[src/rtl/adc_ctrl_pkg.sv]
// Package for the converter control and read interface.
// Assumes a single 50 MHz ref_clk domain; all pins synchronised in the core.
package adc_ctrl_pkg;

    // ------------------------------------------------------------
    // Widths and counts
    // ------------------------------------------------------------
    localparam int RESULT_W = 12;                  // Result bus width
    localparam int CONV_PERIODS = 13;              // Clock periods per conversion
    localparam int CLK_PERIOD_NS = 20;             // ref_clk period
    localparam int INT_DONE_MAX_NS = 900;          // Internal mode done deadline
    localparam int INT_DONE_MAX_CYC = INT_DONE_MAX_NS / CLK_PERIOD_NS; // Rounds down
    localparam int INT_DIV = 3;                    // ref_clk cycles per internal period
    localparam int SYNC_STAGES = 3;                // Pin synchroniser depth

    // ------------------------------------------------------------
    // Reset values
    // ------------------------------------------------------------
    localparam logic [RESULT_W-1:0] RESULT_RST = 12'h000; // Latched result at reset
    localparam logic [11:0] MID_CODE = 12'h800;    // Offset binary midscale / sign flip

    // Pin bundle from the host
    typedef struct packed {
        logic conv_start;      // Conversion start strobe
        logic sel_n;           // Device select
        logic rd_n;            // Read strobe
        logic ext_clk;         // External conversion clock
        logic clk_src_int;     // Clock source select, 1 = internal
        logic power_down;      // Power-down request
    } host_pins_t;

    // Done flag pair
    typedef struct packed {
        logic conv_done_n;            // Conversion done
        logic last_conversion_done_n; // Last conversion done
    } done_flags_t;

endpackage

[src/rtl/pin_sync.sv]
// Three-stage pin synchroniser with agreement filter.
// Assumes async input; output changes once stages two and three agree.
module pin_sync #(
    parameter logic RST_VAL = 1'b0
) (
    // Clock and reset
    input wire logic ref_clk,
    input wire logic arst_n,
    // Pin in, clean level out
    input wire logic pin,
    output logic level
);
    // Shift stages; stage 0 is read only by stage 1
    logic [adc_ctrl_pkg::SYNC_STAGES-1:0] sh_q;

    // ------------------------------------------------------------
    // Synchroniser chain
    // ------------------------------------------------------------
    always_ff @(posedge ref_clk or negedge arst_n) begin
        if (!arst_n) begin
            sh_q <= {adc_ctrl_pkg::SYNC_STAGES{RST_VAL}};
        end else begin
            sh_q <= {sh_q[adc_ctrl_pkg::SYNC_STAGES-2:0], pin};
        end
    end

    // Agreement filter: hold until stages two and three match
    always_ff @(posedge ref_clk or negedge arst_n) begin
        if (!arst_n) begin
            level <= RST_VAL;
        end else if (sh_q[1] == sh_q[2]) begin
            level <= sh_q[2];
        end
    end
endmodule // pin_sync

[src/rtl/adc_conv_ctrl.sv]
// Converter control core: conversion sequencing, done flags, result bus.
// Assumes host pins are asynchronous; analog result arrives as sample_code.
// How it works
// Drive bus only when select and read low
// Internal mode: track low, convert on rise
// Pulse both done flags low on result
// External mode: sample on rise, advance per clock
// Host: first external clock within 10us
// Host: keep external clock above 100kHz
// External mode: flags low at 13th edge
// Host holds start high until read done
// Start falling mid-conversion aborts and restarts
// Host keeps bus quiet 50ns before fall
// Any select arrangement works
// Internal mode: flags low within 900ns
// Read places latched result; read rise releases
// Host waits 1ms, discards first result; the bench waits 5 cycles after reset and checks it
// Power-down high enters shutdown
// Done flags high during shutdown
// Bus drive ignores power-down state
// Power-down fall starts conversion like start rise
// Host discards first result after shutdown
// Unipolar variant uses offset binary
// Bipolar variants use two's complement
// Conversion done returns high next edge or fall
// Last done returns high on start fall
// Conversion takes exactly 13 clock periods
// Host keeps clock source select static; the bench host switches it between conversions
module adc_conv_ctrl #(
    parameter bit BIPOLAR = 1'b0  // 0 = unipolar variant, 1 = bipolar
) (
    // Clock and reset
    input wire logic ref_clk,
    input wire logic arst_n,
    // Host pins
    input wire adc_ctrl_pkg::host_pins_t pins,
    // Raw quantiser code, offset binary, from analog section
    input wire logic [adc_ctrl_pkg::RESULT_W-1:0] sample_code,
    // Result bus and its enable, two signals; oe low while driving
    output logic [adc_ctrl_pkg::RESULT_W-1:0] result_bus_o,
    output logic result_bus_oe_n,
    // Done flags
    output adc_ctrl_pkg::done_flags_t done,
    // Analog power-down enable toward reference and analog sections
    output logic analog_off
);
    typedef enum logic [1:0] {IDLE, TRACK, CONVERT, HOLD} state_t;

    // Done deadline counted from the synchronised start edge: the pin budget
    // less three synchroniser stages, the agreement filter and the edge detector
    localparam int INT_DONE_CYC = adc_ctrl_pkg::INT_DONE_MAX_CYC - adc_ctrl_pkg::SYNC_STAGES - 2;

    // Synchronised pin levels
    logic cs_s, rd_s, ext_clk_s, int_s, pd_s, start_s;
    logic start_prev_q, ext_prev_q, pd_prev_q; // Edge detect history
    logic start_rise, start_fall, ext_rise, pd_fall;
    state_t state_q;
    logic [3:0] period_q;          // Conversion periods elapsed
    logic [1:0] div_q;             // Internal oscillator divider
    logic tick;                    // One conversion clock period elapsed
    logic [adc_ctrl_pkg::RESULT_W-1:0] held_q;   // Held sample
    logic [adc_ctrl_pkg::RESULT_W-1:0] result_q; // Latched result

    // Output code formatting
    function automatic logic [11:0] fmt(input logic [11:0] raw);
        return BIPOLAR ? (raw ^ adc_ctrl_pkg::MID_CODE) : raw; // see R20
    endfunction

    // ------------------------------------------------------------
    // Pin synchronisers
    // ------------------------------------------------------------
    pin_sync #(.RST_VAL(1'b0)) u_start (.ref_clk(ref_clk), .arst_n(arst_n),
        .pin(pins.conv_start), .level(start_s));
    pin_sync #(.RST_VAL(1'b1)) u_cs (.ref_clk(ref_clk), .arst_n(arst_n),
        .pin(pins.sel_n), .level(cs_s));
    pin_sync #(.RST_VAL(1'b1)) u_rd (.ref_clk(ref_clk), .arst_n(arst_n),
        .pin(pins.rd_n), .level(rd_s));
    pin_sync #(.RST_VAL(1'b0)) u_ck (.ref_clk(ref_clk), .arst_n(arst_n),
        .pin(pins.ext_clk), .level(ext_clk_s));
    pin_sync #(.RST_VAL(1'b1)) u_int (.ref_clk(ref_clk), .arst_n(arst_n),
        .pin(pins.clk_src_int), .level(int_s));
    pin_sync #(.RST_VAL(1'b0)) u_pd (.ref_clk(ref_clk), .arst_n(arst_n),
        .pin(pins.power_down), .level(pd_s));

    // ------------------------------------------------------------
    // Edge detection
    // ------------------------------------------------------------
    always_ff @(posedge ref_clk or negedge arst_n) begin
        if (!arst_n) begin
            start_prev_q <= 1'b0;
            ext_prev_q <= 1'b0;
            pd_prev_q <= 1'b0;
        end else begin
            start_prev_q <= start_s;
            ext_prev_q <= ext_clk_s;
            pd_prev_q <= pd_s;
        end
    end
    assign start_rise = start_s & ~start_prev_q;
    assign start_fall = ~start_s & start_prev_q;
    assign ext_rise = ext_clk_s & ~ext_prev_q;
    assign pd_fall = ~pd_s & pd_prev_q; // Leaving shutdown

    // Period tick: divided oscillator or host clock edge
    assign tick = int_s ? (div_q == 2'(adc_ctrl_pkg::INT_DIV - 1)) : ext_rise;

    // ------------------------------------------------------------
    // Internal oscillator divider, restarted at each conversion
    // ------------------------------------------------------------
    always_ff @(posedge ref_clk or negedge arst_n) begin
        if (!arst_n) begin
            div_q <= 2'h0;
        end else if (state_q != CONVERT || tick) begin
            div_q <= 2'h0;
        end else begin
            div_q <= div_q + 2'h1;
        end
    end

    // ------------------------------------------------------------
    // Conversion sequencer
    // ------------------------------------------------------------
    always_ff @(posedge ref_clk or negedge arst_n) begin
        if (!arst_n) begin
            state_q <= IDLE;
            period_q <= 4'h0;
        end else if (pd_s) begin
            state_q <= IDLE; // Shutdown
            period_q <= 4'h0;
        end else if (start_rise || pd_fall) begin
            state_q <= CONVERT; // see R2
            period_q <= 4'h0;
        end else if (start_fall) begin
            state_q <= TRACK; // Abort any conversion
            period_q <= 4'h0;
        end else begin
            unique case (state_q)
                IDLE, TRACK, HOLD: ;
                CONVERT: begin
                    if (tick) begin
                        if (period_q == 4'(adc_ctrl_pkg::CONV_PERIODS - 1)) begin
                            state_q <= HOLD; // 13th period; see R24
                        end
                        period_q <= period_q + 4'h1;
                    end
                end
            endcase
        end
    end

    // Sample captured on the start edge
    always_ff @(posedge ref_clk or negedge arst_n) begin
        if (!arst_n) begin
            held_q <= adc_ctrl_pkg::RESULT_RST;
        end else if (start_rise || pd_fall) begin
            held_q <= sample_code;
        end
    end

    // Result latched at end of conversion
    always_ff @(posedge ref_clk or negedge arst_n) begin
        if (!arst_n) begin
            result_q <= adc_ctrl_pkg::RESULT_RST;
        end else if (state_q == CONVERT && tick && !pd_s && !start_fall
                     && period_q == 4'(adc_ctrl_pkg::CONV_PERIODS - 1)) begin
            result_q <= fmt(held_q);
        end
    end

    // ------------------------------------------------------------
    // Done flags
    // ------------------------------------------------------------
    always_ff @(posedge ref_clk or negedge arst_n) begin
        if (!arst_n) begin
            done <= '1;
        end else if (pd_s || start_fall || start_rise || pd_fall) begin
            done <= '1; // see R16 see R22
        end else if (state_q == CONVERT && tick
                     && period_q == 4'(adc_ctrl_pkg::CONV_PERIODS - 1)) begin
            done <= '0; // see R3
        end else if (state_q == HOLD && tick && !int_s) begin
            done.conv_done_n <= 1'b1; // Next host clock edge
        end
    end

    // ------------------------------------------------------------
    // Result bus driver, independent of power-down
    // ------------------------------------------------------------
    always_ff @(posedge ref_clk or negedge arst_n) begin
        if (!arst_n) begin
            result_bus_oe_n <= 1'b1;
            result_bus_o <= adc_ctrl_pkg::RESULT_RST;
        end else begin
            result_bus_oe_n <= cs_s | rd_s; // see R1
            result_bus_o <= result_q;
        end
    end

    // Analog power-down output
    always_ff @(posedge ref_clk or negedge arst_n) begin
        if (!arst_n) begin
            analog_off <= 1'b0;
        end else begin
            analog_off <= pd_s;
        end
    end
endmodule // adc_conv_ctrl

[config.mk]
export PLATFORM = sky130hd
export DESIGN_NAME = adc_conv_ctrl
export DESIGN_NICKNAME = d
export VERILOG_FILES = /design/src/rtl/adc_ctrl_pkg.sv /design/src/rtl/pin_sync.sv /design/src/rtl/adc_conv_ctrl.sv
export SDC_FILE = /design/constraint.sdc
export NUM_CORES = 1
export LEC_CHECK = 0
export BUFFER_PORTS_ARGS = -buffer_cell sky130_fd_sc_hd__buf_2
export CORE_MARGIN = 5
export CORE_UTILIZATION = 59
export DETAILED_ROUTE_END_ITERATION = 16
export PLACE_DENSITY = 0.82
export SLEW_MARGIN = 30
export SYNTH_ARGS = -nofsm -noshare
export SYNTH_HDL_FRONTEND = slang
export SYNTH_SLANG_ARGS = --single-unit
[constraint.sdc]
create_clock -name ref_clk -period 3.2 [get_ports ref_clk]
set_clock_uncertainty 0.05 [all_clocks]
set_input_delay 0.16 -clock ref_clk [delete_from_list [all_inputs] [get_ports ref_clk]]
set_output_delay 0.16 -clock ref_clk [all_outputs]
set_load 0.01 [all_outputs]
## Yosys cells after proc, flatten, opt, wreduce, memory -nomap -nowiden

Index checks and enable logic that the tools add are counted.

- Bits in registers: 74
- Bits of input ports: 20
- Word-level logic and storage cells: 85

- $add $sub $neg: 2
- Eq/ne operators: 11
- Multiplexer cells: 17
- Bitwise operators: 9
- Reduce and logical (&&, ||, !) cells: 22

Operators by type and width:

| cell | count |
|---|---|
| $mux W4 | 5 |
| $mux W2 | 8 |
| $reduce_bool A4 Y1 | 3 |
| $logic_and A1 B1 Y1 | 7 |
| $eq A1 B1 Y1 | 6 |
| $eq A2 B2 Y1 const B | 3 |
| $logic_or A1 B1 Y1 | 5 |
| $add A4 B1 Y4 const B | 1 |
| $and A1 B1 Y1 | 4 |
| $eq A4 B4 Y1 const B | 1 |
| $mux W1 | 4 |
| $not A1 Y1 | 4 |
| $logic_not A1 Y1 | 3 |
| $reduce_and A3 Y1 | 1 |
| $reduce_bool A3 Y1 | 1 |
| $add A2 B1 Y2 const B | 1 |
| $ne A2 B2 Y1 const B | 1 |
| $reduce_and A2 Y1 | 1 |
| $reduce_bool A2 Y1 | 1 |
| $or A1 B1 Y1 | 1 |

## Longest topological paths before layout

Gate-level depths: netlist of run 1.

- Word-level depth: 8
- Mapped depth: 7
- Gate-level depth less buffers: 6

## By module

A second synthesis of run 1 with hierarchy kept.

- Cell total of the unflattened synthesis: 153
- Area, all modules: 2570.0 µm²

Modules (own cells, without submodules):

| module | instances | cells an instance | area each (µm²) |
|---|---|---|---|
| adc_conv_ctrl | 1 | 123 | 1886.8 |
| pin_sync at u_cs ... | 3 | 5 | 116.4 |
| pin_sync at u_ck ... | 3 | 5 | 111.4 |

## Worst setup path after synthesis of run 1

OpenSTA, ideal clock, no wires.

- Path kind: register -> register
- Start point: reg u_int.level
- End point: reg result_q[10] in the netlist's numbering
- Setup time: 0.125 ns
- Data arrival time: 1.630 ns
- Data required time: 3.025 ns
- Slack: 1.395 ns
- Stages on the path, launching flop included: 6
- Clock period less this slack: 1.805 ns
- Cell sequence: dfstp_2 or3b_4 a211oi_4 nand2_2 buf_6 mux2_4

- Cells in the longest elaborated chain, start to end: 5

RTL lines:

| element | RTL line | text |
|---|---|---|
| start, declared | pin_sync.sv:11 | `output logic level` |
| start signal, assigned | pin_sync.sv:32 | `level <= sh_q[2];` |
| $mux W1 | adc_conv_ctrl.sv:105 | `assign tick = int_s ? (div_q == 2'(adc_ctrl_pkg::INT_DIV - 1)) : ext_rise;` |
| $logic_and A1 B1 Y1 (3 in series) | adc_conv_ctrl.sv:164 | `end else if (state_q == CONVERT && tick && !pd_s && !start_fall` |
| $logic_and A1 B1 Y1 | adc_conv_ctrl.sv:165 | `&& period_q == 4'(adc_ctrl_pkg::CONV_PERIODS - 1)) begin` |
| end signal, assigned | adc_conv_ctrl.sv:163 | `result_q <= adc_ctrl_pkg::RESULT_RST;` |
| end signal, assigned | adc_conv_ctrl.sv:166 | `result_q <= fmt(held_q);` |
| end, declared | adc_conv_ctrl.sv:62 | `logic [adc_ctrl_pkg::RESULT_W-1:0] result_q;` |

Every way passes these cells.
A chain may end at the register's enable or synchronous reset.

## Final worst setup path of run 1

- Start point: reg u_int.level
- End point: reg result_q[9] in the netlist's numbering

The elaborated chain is that of the path after synthesis.

==> impl_metrics.toml, run 1 <==
[outcome]
outcome = "complete, no violations"

[global_route]
first_global_vias = 1524
grt_use_total = 0.184
grt_pass1_wl_mm = 7.36
grt_overflow = 0
grt_max_degree = 75
antenna_found_initial = 0

[worst_setup_path]
critPathMaxStageDelay_ns = 0.43
crit_path_cell_trace = "or3b_4 > a211oi_4 > nand2_2 > mux2_4"
startpoint = "u_int.level$_DFFE_PN1N_"
endpoint_kind = "flop"
critPathTopFamily = "simple AND/OR/NAND/NOR gates"
r2r-start = "u_int.level$_DFFE_PN1N_"
slowest_stage = "or3b_4"
cp.required_ns = 3.37
startpoint_type = "flop"
crit_fanout = 12
critPathArrivalTime_ns = 2.19
crit_buf_inv = 0
crit_type = "reg2reg"

[finish]
syn_to_final_growth_pct = 23.5
final_area_um2 = 3160
fill_cells = 255
drive_gt1_frac = 0.440
finish.utilization = 0.740
n_antenna_cell = 0
nNetsFinal = 236
layoutNonFillerInstCount = 270

[synth]
seq_area_frac_synth = 0.732
synth.area.mux_share = 0.124
synth.ff_latch_count = 74
yosys.area_share.simple = 0.0441
yosysWarnings = 0
synth_top_family_by_area = "multiplexers"
synth_cell_types = 28
synth_xor_area_frac = 0.0103
synth_adder_area_share = 0.0382
syn_inst = 152
synth_nets = 175
synth_top_area_share = 0.578
synth-compound-area-share = 0.0338
synthesis.area_um2 = 2560
synth_area_per_cell_um2 = 16.8
synthTopCellsByArea = "dfrtp_1, dfstp_2, mux2_2, mux2_4, maj3_1"
synth_top_area_cell = "dfrtp_1"

[hold_path]
hold_class = "in2reg"
min_from = "sample_code[2]"

[timing]
finalCritPeriodShare = 0.631
period_needed_ns = 2.02
fin_ws_ns = 1.18
rsz0062_at_grt = "no"
hold_violations = 0
setup_tns_ns = 0
worst_pin_slew_ns = 0.629
slew_violations = 0
fmax_mhz = 495
finalSetupViolCount = 0
relSlewSlack = 0.580

[power_and_ir_drop]
clkPwrFrac = 0.367
pwr-share-comb = 0.078
cellLeakagePower_nw = 1.53
p_sw_frac = 0.227
ir_drop_mv = 0.427
p_int_mw = 1.46
cellPowerDensity_nw_per_um2 = 597
switching_power_uw = 429
seq_power_share = 0.554

[detailed_routing]
dr.pass1.iters = 4
routed_wl_mm = 4.37
drcViolationCount = 0
viasPerCell = 5.20
vias = 1404
drt_iter0_drc = 48
drtAntennaViolNets = 0
wl_per_cell_um = 16.2

[die]
num_rows = 24
ioPinCount = 36
dieArea_um2 = 5750
coreArea_um2 = 4260
die_w_um = 75.8
start_util = 0.599
die_h_um = 75.8

[clocking]
cts_made_buffers = 9
clkSinkCount = 74
cts_resized = 0
cts_tree = "yes"
cts_buffer_depth = 2
cts_max_level = 3
clock_latency_ns = 0.34
path_clk_slew_ns = 0.07
clockRootBuffer = "clkbuf_8"

[place]
portBuffers = 35
place_area_um2 = 2790
placed_cells = 238
dp_slack_ns = 1.19
gp_congestion = 0.764
hpwl_mm = 2.92

[run]
cap_violations = 0
-- cell usage in the layout, fill, tap and decap left out, types with 3 or more instances in the layout --
cell type and instances:
dfstp_2 15, mux2_2 14, o21bai_1 3, ha_1 3, inv_1 7, xnor2_1 3, clkbuf_8 11, a21oi_1 3
a211oi_1 3, maj3_1 6, dlygate4sd3_1 16, mux2_4 10, nor2_1 6, dfrtp_1 59, buf_2 35
-- worst reg2reg max path, cell delays in order (launching register included) --
cell and delay, ns:
dfstp_2 0.39, or3b_4 0.44, a211oi_4 0.33, nand2_2 0.31
mux2_4 0.39
-- registers in the layout (all words and copies together) (netlist names) --
signal and count:
state_q 2, held_q 12, done 2, u_rd.level 1
start_prev_q 1, u_ck.level 1, u_ck.sh_q 3, u_int.level 1
u_rd.sh_q 3, u_pd.sh_q 3, ext_prev_q 1, result_bus_o 12
analog_off 1, u_pd.level 1, result_bus_oe_n 1, u_start.level 1
div_q 2, result_q 12, u_cs.sh_q 3, u_cs.level 1
u_int.sh_q 3, u_start.sh_q 3, period_q 4
-- timing repair --
item / in CTS / in global routing
buffers inserted: 0 / 0
hold buffers: 16 / 0
hold endpoints to repair: 74 / 0
-- cell type report --
cell class | count | area, µm² | share of cell area
Sequential cell | 74 | 1870 | 0.593
Multi-Input combinational cell | 68 | 641 | 0.203
Timing Repair Buffer | 53 | 354 | 0.112
Clock buffer | 13 | 180 | 0.0571
Tap cell | 52 | 65.1 | 0.0206
Inverter | 7 | 26.3 | 0.00832
Clock inverter | 3 | 20.0 | 0.00634
-- per-layer routing --
layer / vias to the layer above / part of all wire / global-route usage
met5: - / 0 / 0
met4: 0 / 0.014 / 0.0893
met3: 7 / 0.060 / 0.0792
met2: 36 / 0.52 / 0.297
met1: 722 / 0.40 / 0.212
li1: 639 / - / -
-- cells in the mapped netlist --
cell and instances:
dfrtp_1 59, dfstp_2 15, mux2_2 14, mux2_4 10, inv_1 7, maj3_1 6
nor2_1 6, a211oi_1 3, a21oi_1 3, ha_1 3, o21bai_1 3, xnor2_1 3
clkbuf_1 2, nand2_1 2, nand3_1 2, nor3_1 2, a211oi_4 1, and4bb_2 1
buf_6 1, mux2i_1 1, nand2_2 1, nand2b_1 1, nor2b_1 1, nor4_1 1
o22ai_1 1, or2_2 1, or3b_4 1, or4_1 1
-- power by group through the flow --
stage	Combinational (mW)	Sequential (mW)	Clock, mW
CTS	0.150	1.05	0.716
global route	0.167	1.06	0.758
global placement	0.123	1.06	0
finish	0.147	1.05	0.693
detailed placement	0.134	1.06	0
floorplan	0.0824	1.05	0
-- per-stage QoR --
| step | hold WS (ns) | power (mW) |
|---|---|---|
| 6_report | 0.0185 | 1.89 |
| 5_1_grt | 0.00635 | 1.98 |
| 4_1_cts | 0.000593 | 1.91 |
| 3_5_place_dp | 0.219 | 1.20 |
| 3_3_place_gp | 0.215 | 1.18 |
| 2_1_floorplan | -0.186 | 1.13 |
-- cell families (layout without fill, tap and decap cells) --
| logic type | Yosys count | count (layout) |
|---|---|---|
| flip-flops | 74 | 74 |
| multiplexers | 25 | 25 |
| AND/OR/NAND/NOR | 20 | 20 |
| AO/OA/AOI/OAI | 11 | 11 |
| buffers and inverters | 10 | 76 |
| adder cells (fa/ha/maj) | 9 | 9 |
| XOR/XNOR | 3 | 3 |
-- path summary, 6_finish.rpt --
check                      cells after the start  slack, ns                       to
setup / recovery                               4       1.18  result_q[9]$_DFFE_PN0P_
hold / removal                                 2       0.02    held_q[2]$_DFFE_PN0P_
setup reg to reg                               4       1.18  result_q[9]$_DFFE_PN0P_
hold reg to reg                                0       0.30   u_ck.sh_q[1]$_DFF_PN0_
max in group asynchronous                      3       2.27    held_q[5]$_DFFE_PN0P_
min in group asynchronous                      3       0.41  period_q[0]$_DFFE_PN0P_
(Power assumes the default switching activity.)
==> inputs of run 2 (changes only) <==
--- a/config.mk
+++ b/config.mk
@@ -7,9 +7,9 @@
 export LEC_CHECK = 0
 export BUFFER_PORTS_ARGS = -buffer_cell sky130_fd_sc_hd__buf_2
 export CORE_MARGIN = 5
-export CORE_UTILIZATION = 59
+export CORE_UTILIZATION = 50
 export DETAILED_ROUTE_END_ITERATION = 16
-export PLACE_DENSITY = 0.82
+export PLACE_DENSITY = 0.74
 export SLEW_MARGIN = 30
 export SYNTH_ARGS = -nofsm -noshare
 export SYNTH_HDL_FRONTEND = slang
==> constraint.sdc (replaced) <==
create_clock -name ref_clk -period 1.7 [get_ports ref_clk]
set_clock_uncertainty 0.05 [all_clocks]
set_input_delay 0.085 -clock ref_clk [delete_from_list [all_inputs] [get_ports ref_clk]]
set_output_delay 0.085 -clock ref_clk [all_outputs]
set_load 0.01 [all_outputs]
==> impl_metrics.toml, run 2 (same netlist as run 1, synthesis figures left out) <==
[power_and_ir_drop]
ir_drop_mv = 0.734
p_int_mw = 2.82
clkPwrFrac = 0.365
seq_power_share = 0.551
switching_power_uw = 744
pwr-share-comb = 0.084
cellPowerDensity_nw_per_um2 = 1090
p_sw_frac = 0.209
cellLeakagePower_nw = 1.59
finalPower_mw = 3.57

[die]
coreArea_um2 = 5040
dieArea_um2 = 6640
start_util = 0.507
num_rows = 26
die_w_um = 81.5
die_h_um = 81.5
ioPinCount = 36

[finish]
final_area_um2 = 3280
syn_to_final_growth_pct = 28.4
fill_cells = 356
n_antenna_cell = 0
layout_common_cells = "dfrtp_1, buf_2, dlygate4sd3_1, dfstp_2, mux2_2"
drive_gt1_frac = 0.447
final_common_cell = "dfrtp_1"
multi_input_area_um2 = 643
reg.largest.list = "held_q x12, result_bus_o x12, result_q x12"
nNetsFinal = 246
register_area_um2 = 1870
layoutNonFillerInstCount = 298

[clocking]
cts_max_level = 3
clkSinkCount = 74
clock_latency_ns = 0.32
path_clk_slew_ns = 0.07
cts_tree = "yes"
cts_made_buffers = 9
clockRootBuffer = "clkbuf_8"
cts_buffer_depth = 2
post-cts-setup-buffers = 0

[worst_setup_path]
cp.required_ns = 1.85
slowest_stage = "or3b_4"
critPathMaxStageDelay_ns = 0.41
reg2regPathDepth = 5
reg2reg_to = "result_q[9]$_DFFE_PN0P_"
startpoint_type = "flop"
crit_path_cell_trace = "or3b_4 > a211oi_4 > nand2_2 > buf_12 > mux2_4"
regToRegSetupSlack_ns = -0.06
critPathArrivalTime_ns = 1.91
endpoint_kind = "flop"
crit_fanout = 12
crit_type = "reg2reg"
r2r-start = "u_int.level$_DFFE_PN1N_"

[global_route]
grt_max_degree = 55
grt_overflow = 0
grt_use_total = 0.157
first_global_vias = 1606
antenna_found_initial = 0
grt_pass1_wl_mm = 7.70

[place]
place_area_um2 = 2890
portBuffers = 35
hpwl_mm = 2.90
placed_cells = 263
dp_slack_ns = -0.0636
gp_congestion = 0.789

[detailed_routing]
routed_wl_mm = 4.24
drt_iter0_drc = 90
viasPerCell = 4.68
drcViolationCount = 0
drtAntennaViolNets = 0
vias = 1396
wl_per_cell_um = 14.2
dr.pass1.iters = 4

[outcome]
outcome = "complete, but fails checks"
violations = "negative setup slack"

[timing]
worst_pin_slew_ns = 0.464
slew_violations = 0
relSlewSlack = 0.690
rsz0062_at_grt = "yes"
hold_violations = 0
finalCritPeriodShare = 1.03
fmax_mhz = 569
finalSetupViolCount = 12
fin_ws_ns = -0.0561
period_needed_ns = 1.76

[hold_path]
hold_class = "in2async"

[run]
cap_violations = 0
==> run 2: per-stage QoR <==
stage / setup TNS (ns) / hold slack, ns / util
final: -0.560 / 0.204 / 0.651
after detailed placement: -0.638 / 0.0130 / 0.574
after global placement: -0.377 / -0.00804 / 0.574
after CTS: -0.619 / 0.216 / 0.651
after floorplan: -0.711 / -0.261 / -
after global routing: -1.17 / 0.251 / 0.651
==> run 2: cell type report <==
type                    instances  share of cell area
clock inverters                 2              0.0107
repair buffers                 63               0.139
clock buffers                  14              0.0495
flip-flops and latches         74               0.570
multi-input cells              68               0.196
well taps                      70              0.0267
inverters                       7             0.00800
==> run 2: per-layer routing <==
layer	track usage	vias up	wire, µm
li1	-	659	-
met1	0.195	709	1760
met2	0.261	23	2280
met3	0.0362	5	160
met4	0.0709	0	40
met5	0	-	0
==> run 2: critical path: cells and delay by family, from the launching register on <==
kind	cells	cell delay (ns)
AOI/OAI and AO/OA	1	0.24
buffers and inverters	1	0.16
DFF	1	0.39
muxes	1	0.30
and+or+nand+nor	2	0.51
==> run 2: timing repair <==
action	CTS	global route
setup endpoints to repair	12	14
hold endpoints to repair	38	0
gates cloned	0	0
gates resized for setup	1	0
hold buffers	19	0
==> run 2: power by group through the flow <==
stage / registers [mW] / clock network, mW / logic, mW
after global placement: 1.99 / 0 / 0.251
after floorplan: 1.98 / 0 / 0.155
after detailed placement: 2.00 / 0 / 0.269
final: 1.97 / 1.30 / 0.299
after CTS: 1.97 / 1.35 / 0.304
after global routing: 1.98 / 1.43 / 0.335
==> run 2: worst max path at each step <==
stage / slack (ns) / cells after the start / endpoint / from
global placement: -0.04 / 7 / result_q[5]$_DFFE_PN0P_ / div_q[0]$_DFF_PN0_
finish: -0.06 / 5 / result_q[9]$_DFFE_PN0P_ / u_int.level$_DFFE_PN1N_
detailed placement: -0.06 / 7 / result_q[10]$_DFFE_PN0P_ / div_q[0]$_DFF_PN0_
global route: -0.10 / 7 / result_q[7]$_DFFE_PN0P_ / div_q[0]$_DFF_PN0_
CTS: -0.06 / 5 / result_q[10]$_DFFE_PN0P_ / u_int.level$_DFFE_PN1N_
floorplan: -0.07 / 5 / result_q[10]$_DFFE_PN0P_ / u_int.level$_DFFE_PN1N_
